<file path="config.mk">
export PLATFORM = sky130hd
export DESIGN_NAME = flash_program_erase_lock
export DESIGN_NICKNAME = d
export VERILOG_FILES = /design/src/flash_seq_pkg.sv /design/src/flash_program_erase_lock.sv
export SDC_FILE = /design/constraint.sdc
export NUM_CORES = 1
export LEC_CHECK = 0
export ABC_CLOCK_PERIOD_IN_PS = 3800
export BUFFER_PORTS_ARGS = -buffer_cell sky130_fd_sc_hd__buf_2
export CORE_MARGIN = 2
export CORE_UTILIZATION = 45
export CTS_CLUSTER_DIAMETER = 200
export DETAILED_ROUTE_END_ITERATION = 10
export PLACE_DENSITY = 0.71
export SYNTH_ARGS = -nofsm -noshare
export SYNTH_HDL_FRONTEND = slang
export SYNTH_SLANG_ARGS = --single-unit
</file>
<file path="constraint.sdc">
create_clock -name clk_i -period 3.8 [get_ports clk_i]
set_input_delay 0.95 -clock clk_i [delete_from_list [all_inputs] [get_ports clk_i]]
set_output_delay 0.95 -clock clk_i [all_outputs]
set_load 0.01 [all_outputs]
</file>
<file path="src/flash_seq_pkg.sv">
// Constants, types and timing for the flash program and erase sequencer
package flash_seq_pkg;
  localparam int ADDR_W = 17;
  localparam int PAGE_W = 7;
  localparam int PAGE_BITS = 10;
  localparam logic [ADDR_W-1:0] LOCK_ADDR = 17'h1FFFF;
  localparam logic [ADDR_W-1:0] SHORT_MAX = 17'h000FF;
  localparam logic [7:0] KEY_FIRST = 8'hA5;
  localparam logic [7:0] KEY_SECOND = 8'hF1;
  localparam logic [7:0] ERASED = 8'hFF;
  localparam logic [7:0] LOCK_RESET = 8'hFF;
  // Wishbone register map (byte addresses)
  localparam logic [3:0] REG_CTRL = 4'h0;
  localparam logic [3:0] REG_KEY = 4'h4;
  localparam logic [3:0] REG_BANK = 4'h8;
  localparam logic [3:0] REG_STATUS = 4'hC;
  localparam int CTRL_WE = 0;
  localparam int CTRL_EE = 1;
  localparam int CTRL_BLK = 2;
  // Operation times
  localparam int CLK_MHZ = 200;
  localparam int WRITE_US = 60;
  localparam int ERASE_US = 20;
  localparam int WRITE_CYC = WRITE_US * CLK_MHZ;
  localparam int ERASE_CYC = ERASE_US * CLK_MHZ * 1000;
  localparam int CNT_W = 24;
  typedef enum logic [1:0] {
    KEY_LOCKED = 2'b00,
    KEY_HALF = 2'b01,
    KEY_OPEN = 2'b11,
    KEY_DEAD = 2'b10
  } key_state_t;
  typedef enum logic [1:0] {
    OP_IDLE = 2'b00,
    OP_WRITE = 2'b01,
    OP_ERASE = 2'b11
  } op_state_t;
endpackage : flash_seq_pkg
</file>
<file path="src/flash_program_erase_lock.sv">
// Flash program/erase sequencer with key lock and page security
//
// Chosen here: the Wishbone register port and the address map.
`timescale 1ns/1ps
`default_nettype none
module flash_program_erase_lock
  import flash_seq_pkg::*;
#(
  parameter int WRITE_CYCLES = WRITE_CYC,
  parameter int ERASE_CYCLES = ERASE_CYC
) (
  // Clock and reset
  input wire logic clk_i,
  input wire logic rst_i,
  // Wishbone slave
  input wire logic wb_cyc_i,
  input wire logic wb_stb_i,
  input wire logic wb_we_i,
  input wire logic [3:0] wb_adr_i,
  input wire logic [3:0] wb_sel_i,
  input wire logic [31:0] wb_dat_i,
  output logic [31:0] wb_dat_o,
  output logic wb_ack_o,
  // Core data-space store and load
  input wire logic st_valid_i,
  input wire logic st_short_i,
  input wire logic [15:0] st_addr_i,
  input wire logic [7:0] st_data_i,
  input wire logic ld_valid_i,
  input wire logic exec_locked_i,
  output logic ram_we_o,
  output logic ram_re_o,
  output logic stall_o,
  // Code-space read and debug port
  input wire logic code_rd_i,
  input wire logic dbg_i,
  input wire logic [ADDR_W-1:0] code_addr_i,
  output logic code_rd_ok_o,
  // Supply monitor
  input wire logic supmon_en_i,
  input wire logic supmon_rst_en_i,
  // Flash array port
  output logic fl_we_o,
  output logic fl_erase_o,
  output logic [ADDR_W-1:0] fl_addr_o,
  output logic [31:0] fl_data_o,
  output logic [3:0] fl_mask_o,
  input wire logic [7:0] lock_byte_i,
  // Reset request and cause
  output logic flash_err_rst_o,
  output logic flash_error_cause_flag
);
  logic store_write_enable, next_we;
  logic store_erase_enable, next_ee;
  logic block_write_enable, next_blk;
  logic [1:0] code_bank_field, next_bank;
  key_state_t key_q, next_key;
  op_state_t op_q, next_op;
  logic [CNT_W-1:0] cnt, next_cnt;
  logic [7:0] lock_q, next_lock;
  logic lock_cap, next_lock_cap;
  logic [31:0] cache, next_cache;
  logic [3:0] cmask, next_cmask;
  logic [ADDR_W-1:0] fa, next_fa;
  logic [31:0] fd, next_fd;
  logic [3:0] fm, next_fm;
  logic err, next_err;
  logic ack, next_ack;
  logic [31:0] rdat, next_rdat;

  // Address decode and security view
  logic wb_req, key_wr;
  logic [ADDR_W-1:0] st_full;
  logic [PAGE_W-1:0] st_page, rd_page;
  logic [7:0] n_locked;
  logic st_locked, rd_locked, modify, page_prot;
  assign wb_req = wb_cyc_i && wb_stb_i && !ack;
  assign key_wr = wb_req && wb_we_i && wb_adr_i == REG_KEY && wb_sel_i[0];
  assign st_full = {code_bank_field[0], st_addr_i};
  assign st_page = st_full[ADDR_W-1:PAGE_BITS];
  assign rd_page = code_addr_i[ADDR_W-1:PAGE_BITS];
  assign n_locked = ~lock_q;
  // Lock page holds the lock byte; locked when any page is locked
  function automatic logic prot(input logic [PAGE_W-1:0] pg);
    prot = ({1'b0, pg} < n_locked) ||
      (pg == LOCK_ADDR[ADDR_W-1:PAGE_BITS] && lock_q != LOCK_RESET);
  endfunction : prot
  assign st_locked = prot(st_page);
  assign rd_locked = prot(rd_page);
  assign page_prot = st_locked && !exec_locked_i;
  // Store goes to flash only with write enable and in range
  assign modify = st_valid_i && store_write_enable &&
    !(st_short_i && {1'b0, st_addr_i} > SHORT_MAX);
  assign ram_we_o = st_valid_i && !modify;
  assign ram_re_o = ld_valid_i;
  assign stall_o = op_q != OP_IDLE;
  assign code_rd_ok_o = code_rd_i && !(rd_locked && (dbg_i || !exec_locked_i));
  assign fl_we_o = op_q == OP_WRITE;
  assign fl_erase_o = op_q == OP_ERASE;
  assign fl_addr_o = fa;
  assign fl_data_o = fd;
  assign fl_mask_o = fm;
  assign flash_err_rst_o = err;
  assign flash_error_cause_flag = err;
  assign wb_ack_o = ack;
  assign wb_dat_o = rdat;

  // Next-state of control registers, key lock and operation
  always_comb begin
    next_we = store_write_enable;
    next_ee = store_erase_enable;
    next_blk = block_write_enable;
    next_bank = code_bank_field;
    next_key = key_q;
    next_op = op_q;
    next_cnt = cnt;
    next_lock = lock_q;
    next_lock_cap = 1'b1;
    next_cache = cache;
    next_cmask = cmask;
    next_fa = fa;
    next_fd = fd;
    next_fm = fm;
    next_err = 1'b0;
    next_ack = wb_req;
    next_rdat = 32'h0000_0000;
    // Lock byte is sampled once after reset only
    if (!lock_cap) begin
      next_lock = lock_byte_i;
    end
    if (wb_req && !wb_we_i) begin
      case (wb_adr_i)
        REG_CTRL: next_rdat = {29'h0, block_write_enable, store_erase_enable,
                               store_write_enable};
        REG_BANK: next_rdat = {30'h0, code_bank_field};
        REG_STATUS: next_rdat = {24'h0, lock_q};
        REG_KEY: next_rdat = {30'h0, key_q};
        default: next_rdat = 32'h0000_0000;
      endcase
    end
    if (wb_req && wb_we_i && wb_sel_i[0]) begin
      if (wb_adr_i == REG_CTRL) begin
        next_we = wb_dat_i[CTRL_WE];
        next_ee = wb_dat_i[CTRL_EE];
        next_blk = wb_dat_i[CTRL_BLK];
        if (!wb_dat_i[CTRL_BLK]) begin
          next_cmask = 4'h0;
        end
      end else if (wb_adr_i == REG_BANK) begin
        next_bank = wb_dat_i[1:0];
      end
    end
    // Key sequence
    if (key_wr && key_q != KEY_DEAD) begin
      case (key_q)
        KEY_LOCKED: next_key = (wb_dat_i[7:0] == KEY_FIRST) ? KEY_HALF : KEY_DEAD;
        KEY_HALF: next_key = (wb_dat_i[7:0] == KEY_SECOND) ? KEY_OPEN : KEY_DEAD;
        default: next_key = KEY_DEAD;
      endcase
    end
    // Flash modification attempt
    if (modify && op_q == OP_IDLE) begin
      if (!supmon_en_i || !supmon_rst_en_i || page_prot) begin
        next_err = 1'b1;
      end else if (key_q != KEY_OPEN) begin
        next_key = KEY_DEAD;
      end else begin
        next_key = KEY_LOCKED;
        if (store_erase_enable) begin
          next_op = OP_ERASE;
          next_fa = {st_page, {PAGE_BITS{1'b0}}};
          next_fd = {4{ERASED}};
          next_fm = 4'hF;
          next_cnt = CNT_W'(ERASE_CYCLES - 1);
        end else if (block_write_enable) begin
          next_cache[st_full[1:0]*8 +: 8] = st_data_i;
          next_cmask[st_full[1:0]] = 1'b1;
          if (st_full[1:0] == 2'b11) begin
            next_op = OP_WRITE;
            next_fa = {st_full[ADDR_W-1:2], 2'b00};
            next_fd = next_cache;
            next_fm = next_cmask;
            next_cmask = 4'h0;
            next_cnt = CNT_W'(WRITE_CYCLES - 1);
          end
        end else begin
          next_op = OP_WRITE;
          next_fa = st_full;
          next_fd = {4{st_data_i}};
          next_fm = 4'h1 << st_full[1:0];
          next_cnt = CNT_W'(WRITE_CYCLES - 1);
        end
      end
    end
    // User code outside the locked area reading a locked page
    if (code_rd_i && rd_locked && !dbg_i && !exec_locked_i) begin
      next_err = 1'b1;
    end
    // Internal timing of the operation
    if (op_q != OP_IDLE) begin
      if (cnt == '0) begin
        next_op = OP_IDLE;
      end else begin
        next_cnt = cnt - 1'b1;
      end
    end
  end

  // Registers
  always_ff @(posedge clk_i) begin
    if (rst_i) begin
      store_write_enable <= 1'b0;
      store_erase_enable <= 1'b0;
      block_write_enable <= 1'b0;
      code_bank_field <= 2'b00;
      key_q <= KEY_LOCKED;
      op_q <= OP_IDLE;
      cnt <= '0;
      lock_q <= LOCK_RESET;
      lock_cap <= 1'b0;
      cache <= 32'h0000_0000;
      cmask <= 4'h0;
      fa <= '0;
      fd <= 32'h0000_0000;
      fm <= 4'h0;
      err <= 1'b0;
      ack <= 1'b0;
      rdat <= 32'h0000_0000;
    end else begin
      store_write_enable <= next_we;
      store_erase_enable <= next_ee;
      block_write_enable <= next_blk;
      code_bank_field <= next_bank;
      key_q <= next_key;
      op_q <= next_op;
      cnt <= next_cnt;
      lock_q <= next_lock;
      lock_cap <= next_lock_cap;
      cache <= next_cache;
      cmask <= next_cmask;
      fa <= next_fa;
      fd <= next_fd;
      fm <= next_fm;
      err <= next_err;
      ack <= next_ack;
      rdat <= next_rdat;
    end
  end

  // Checks on the sequencer
  property p_stall;
    @(posedge clk_i) disable iff (rst_i)
      (op_q != OP_IDLE) |-> stall_o;
  endproperty
  a_stall: assert property (p_stall) else $error("no stall in op");
  property p_dead;
    @(posedge clk_i) disable iff (rst_i)
      (key_q == KEY_DEAD) |=> (key_q == KEY_DEAD) && (op_q != OP_ERASE || $past(op_q) == OP_ERASE);
  endproperty
  a_dead: assert property (p_dead) else $error("key dead left");
  property p_relock;
    @(posedge clk_i) disable iff (rst_i)
      (op_q == OP_IDLE && $past(op_q) == OP_IDLE ##1 op_q != OP_IDLE) |-> key_q != KEY_OPEN;
  endproperty
  a_relock: assert property (p_relock) else $error("key not relocked");
  property p_supply;
    @(posedge clk_i) disable iff (rst_i)
      (modify && op_q == OP_IDLE && !supmon_en_i) |=> flash_err_rst_o;
  endproperty
  a_supply: assert property (p_supply) else $error("no supply error");
  property p_load;
    @(posedge clk_i) disable iff (rst_i) ld_valid_i |-> ram_re_o;
  endproperty
  a_load: assert property (p_load) else $error("load not to ram");
  property p_short;
    @(posedge clk_i) disable iff (rst_i)
      (st_valid_i && st_short_i && st_addr_i > 16'h00FF) |-> !modify;
  endproperty
  a_short: assert property (p_short) else $error("short store hit flash");
  property p_erase;
    @(posedge clk_i) disable iff (rst_i)
      (op_q == OP_IDLE ##1 op_q == OP_ERASE) |-> fd == 32'hFFFF_FFFF && fa[9:0] == 10'h000;
  endproperty
  a_erase: assert property (p_erase) else $error("erase not page");
  property p_blk;
    @(posedge clk_i) disable iff (rst_i)
      (op_q == OP_IDLE ##1 op_q == OP_WRITE && block_write_enable) |-> $past(st_full[1:0]) == 2'b11;
  endproperty
  a_blk: assert property (p_blk) else $error("block early commit");
  // Protection and interlock checks
  property p_prot;
    @(posedge clk_i) disable iff (rst_i)
      (modify && op_q == OP_IDLE && page_prot) |=> flash_err_rst_o;
  endproperty
  a_prot: assert property (p_prot) else $error("no error on locked store");
  property p_rd_err;
    @(posedge clk_i) disable iff (rst_i)
      (code_rd_i && rd_locked && !dbg_i && !exec_locked_i) |=> flash_err_rst_o;
  endproperty
  a_rd_err: assert property (p_rd_err) else $error("no error on locked read");
  property p_dbg;
    @(posedge clk_i) disable iff (rst_i)
      (code_rd_i && dbg_i && rd_locked) |-> !code_rd_ok_o;
  endproperty
  a_dbg: assert property (p_dbg) else $error("debug read of locked page");
  // Lock view must not move once captured
  property p_lock_hold;
    @(posedge clk_i) disable iff (rst_i)
      lock_cap |=> $stable(lock_q);
  endproperty
  a_lock_hold: assert property (p_lock_hold) else $error("lock view changed");
  property p_wmask;
    @(posedge clk_i) disable iff (rst_i)
      (op_q == OP_IDLE ##1 op_q == OP_WRITE && !block_write_enable) |->
        $onehot(fl_mask_o);
  endproperty
  a_wmask: assert property (p_wmask) else $error("byte write not one lane");
  property p_rst_src;
    @(posedge clk_i) disable iff (rst_i)
      (modify && op_q == OP_IDLE && !supmon_rst_en_i) |=> flash_err_rst_o;
  endproperty
  a_rst_src: assert property (p_rst_src) else $error("no reset source error");
  property p_erase_en;
    @(posedge clk_i) disable iff (rst_i)
      (op_q == OP_IDLE ##1 op_q == OP_ERASE) |->
        $past(store_erase_enable) && $past(store_write_enable);
  endproperty
  a_erase_en: assert property (p_erase_en) else $error("erase not enabled");
  property p_blk_mask;
    @(posedge clk_i) disable iff (rst_i)
      (op_q == OP_IDLE ##1 op_q == OP_WRITE && block_write_enable) |->
        fl_mask_o[3];
  endproperty
  a_blk_mask: assert property (p_blk_mask) else $error("block without top lane");
  // Flash-bound stores never reach RAM
  property p_no_ram;
    @(posedge clk_i) disable iff (rst_i)
      modify |-> !ram_we_o;
  endproperty
  a_no_ram: assert property (p_no_ram) else $error("flash store hit ram");
  property p_keep_we;
    @(posedge clk_i) disable iff (rst_i)
      (store_write_enable &&
        !(wb_req && wb_we_i && wb_adr_i == REG_CTRL && wb_sel_i[0])) |=>
        store_write_enable;
  endproperty
  a_keep_we: assert property (p_keep_we) else $error("write enable dropped");
  c_block: cover property (@(posedge clk_i) fl_we_o && fl_mask_o == 4'hF);
  c_dbg: cover property (@(posedge clk_i) code_rd_i && dbg_i && rd_locked);
  c_erase: cover property (@(posedge clk_i) op_q == OP_ERASE);
  c_write: cover property (@(posedge clk_i) op_q == OP_WRITE);
  c_dead: cover property (@(posedge clk_i) key_q == KEY_DEAD);
endmodule : flash_program_erase_lock
`default_nettype wire

</file>
==> impl_metrics.ini <==
[die]
die_w_microns = 124.6
boundaryPins = 196
die_h_microns = 124.6
die_area_sq_um = 15530
fp.coreArea_sq_um = 14370
start_util = 0.4555
rows = 44

[cts]
clk_latency_ns = 0.43
cts_setup_buffers = 0
clk_pin_slew_worst_paths_ns = 0.06
ctsResizeCount = 0
cts_tree = yes
cts_root_buffer = clkbuf_16
clock_path_buffers = 2
clock_sinks = 132
h-tree-depth = 4
cts_buffers = 17
cts.hold.buffers_added = 0

[setup_path]
max_stage_delay_ns = 0.56
critPathKind = input port to primary output
cp-end-kind = primary output
cp_max_fo = 5
cp_num_buf_inv = 2
critical_path.cell_chain = buf_2 > or4_4 > o21ai_4 > a21boi_0 > buf_2
cp.arrival_ns = 2.28
crit_path_frequent_cell = buf_2
r2r_end = cnt[22]
cp_slowest_cell = or4_4
reg2regPathDepth = 8
start_kind = input port
path_delay_family = simple AND/OR/NAND/NOR gates
required_ns = 2.85
r2r_slack_ns = 1.10
rr_startpoint = cnt[0]

[power]
power_w = 0.003307
ir_drop_v = 0.0002974
leakage_nw = 3.253
powerDensity_nw_per_um2 = 420.5

[hold_path]
hp-class = flip-flop to flip-flop
min_path_cells = 2
worstHoldEndpoint = fl_addr_o[5]
hold_start = fl_addr_o[5]

[layout]
multi_input_area_sq_um = 3450
fill_cells = 1367
seqCellArea_sq_um = 2643
final_nets = 981
diodes = 0
drive_gt1_frac = 0.2339
area_delta_synth_final_pct = 20.15

[logic_synthesis]
synth_edf_count = 0
syn_area_sq_um = 6545
syn_inst = 744
async_flop_share = 0
ys_seq_elements = 132
syn_area_per_cell_sq_um = 8.797
ys_seq_area_frac = 0.4037
synth_cell_type_count = 70
ys_warn_count = 0
synth_flop_cell = dfxtp_1

[run]
cap_violations = 0

[sta]
rsz0062_at_grt = false
period_share = 0.8490
skew_ns = 0.01137
finalSetupTns_ns = 0
hold_viol_final = 0
finalSetupViolations = 0
tightest_slew_ns = 1.005
setup_ws_ns = 0.5737
slew_violations = 0
period_needed_ns = 3.226
relSlewSlack = 0.3293
fmax_mhz = 310.0

[routing]
ant_nets = 0
routed-via-count = 5833
first_pass_iters = 5
drc = 0
first_iter_violations = 387
wl_per_cell_microns = 16.30
via_per_inst = 5.524
totalWireLength_microns = 17220

[placement]
dp_slack_ns = 0.4368
hpwl_microns = 12150
gp_congestion = 0.8457
port-buffer-count = 132

[global_route]
grt_pass1_vias = 5401
track_usage = 0.2182
grt_pass1_wl_microns = 27490
antenna_found_initial = 1
grt_max_degree = 61
grt_overflow_total = 0

[status]
outcome = finished, final reports clean
==> worst max-delay path by stage <==
stage               startpoint      endpoint  slack (ns)  cells after the start
6_report         st_addr_i[14]      ram_we_o        0.57                      5
5_1_grt        code_addr_i[11]  code_rd_ok_o        0.54                      8
4_1_cts          st_addr_i[14]      ram_we_o        0.59                      5
3_5_place_dp     st_addr_i[15]  fl_mask_o[2]        0.44                      9
3_3_place_gp     st_addr_i[14]  fl_mask_o[2]        0.50                      9
2_1_floorplan  code_addr_i[11]  code_rd_ok_o        0.81                      6
==> power breakdown <==
group          internal [W]  switching [W]  total, W
sequential          0.00139      0.0000116   0.00140
combinational     0.0000779       0.000124  0.000202
clock               0.00106       0.000644   0.00170
==> per-layer routing <==
layer	wire (microns)	GRT usage	vias to the layer above	part of all wire
met5	0	0	-	0
met4	279	0.07667	0	0.016
met3	745	0.04510	27	0.043
met2	8282	0.3648	148	0.48
met1	7909	0.2797	2708	0.46
li1	-	-	2950	-
==> final cells by class <==
type / instances / area share
inverter: 33 / 0.01575
clock buffer: 19 / 0.05632
timing repair buffer: 149 / 0.1018
clock inverter: 13 / 0.02212
sequential: 132 / 0.3360
multi-input combinational: 526 / 0.4387
tap: 184 / 0.02928
==> cells in the final DEF (no fill, tap or decap), types with 18 or more instances in the layout <==
cell type  Yosys  final
a211oi_1      34     34
a21oi_1       37     37
a221oi_1      25     25
buf_2          8    132
conb_1         1     24
dfxtp_1      132    132
ha_1          20     20
inv_1         32     32
mux2i_1       18     18
nand2_1       70     70
nor2_1        77     77
nor3_1        19     19
o32ai_1       24     24
==> synthesized netlist by cell type, types with 3 or more instances <==
cell type,n,share of area
o32ai_1,24,0.032
nand4_1,5,0.0048
a221oi_1,25,0.033
a41o_1,3,0.0046
inv_1,32,0.018
buf_1,8,0.0046
nand2b_1,6,0.0057
ha_1,20,0.038
dfxtp_1,132,0.40
nand2_1,70,0.040
buf_4,32,0.037
nand3b_1,12,0.014
o21ai_0,7,0.0054
or4_1,4,0.0046
nor2b_1,5,0.0048
nor3_1,19,0.015
and3_1,9,0.0086
a31oi_1,5,0.0048
a211oi_1,34,0.039
o21a_1,11,0.013
nor4_1,5,0.0048
nand3_1,14,0.011
a311oi_1,7,0.0094
nor2_1,77,0.044
and2_1,13,0.012
mux2i_1,18,0.028
clkbuf_1,28,0.016
o2111ai_1,5,0.0067
or3_1,4,0.0038
buf_2,8,0.0061
o211ai_1,6,0.0069
a21oi_1,37,0.028
o221a_2,8,0.014
==> per-stage QoR <==
| step | instance area [sq um] | utilization | hold slack, ns | std cells |
|---|---|---|---|---|
| final | 7864 | 0.5473 | 0.4465 | 1056 |
| after detailed placement | 7247 | 0.5044 | 0.4403 | 1024 |
| after global placement | 7247 | 0.5044 | 0.4359 | 1024 |
| after CTS | 7864 | 0.5473 | 0.4482 | 1056 |
| after global routing | 7864 | 0.5473 | 0.4580 | 1056 |
| after floorplan | 6631 | - | 0.4533 | 767 |
==> flip-flops by register name (all words and copies together) (netlist names) <==
register            cells
key_q                   2
block_write_enable      1
store_write_enable      1
flash_err_rst_o         1
fl_data_o              32
op_q                    2
cache                  24
wb_dat_o                8
lock_q                  8
cmask                   3
fl_addr_o              17
wb_ack_o                1
code_bank_field         2
store_erase_enable      1
cnt                    24
lock_cap                1
fl_mask_o               4
==> worst reg2reg max path, cell delays in order (launching register included) <==
cell and delay [ns]:
dfxtp_1 0.33, inv_1 0.09, ha_1 0.18, nor3b_1 0.57, nand4_1 0.43, nor2_4 0.29, nand3_1 0.11, or4b_1 0.48
a21oi_1 0.15
==> logic make-up after synthesis <==
| logic type | after synthesis | share of synthesized area |
|---|---|---|
| AO/OA/AOI/OAI | 199 | 0.2390 |
| buffers and inverters | 109 | 0.08239 |
| adder cells (fa/ha/maj) | 20 | 0.03823 |
| multiplexers | 18 | 0.02753 |
| XOR/XNOR | 2 | 0.002677 |
| AND/OR/NAND/NOR | 263 | 0.2059 |
| other | 1 | 0.0005730 |
| flip-flops | 132 | 0.4037 |
Note: power is estimated with default switching activity, not from simulation.
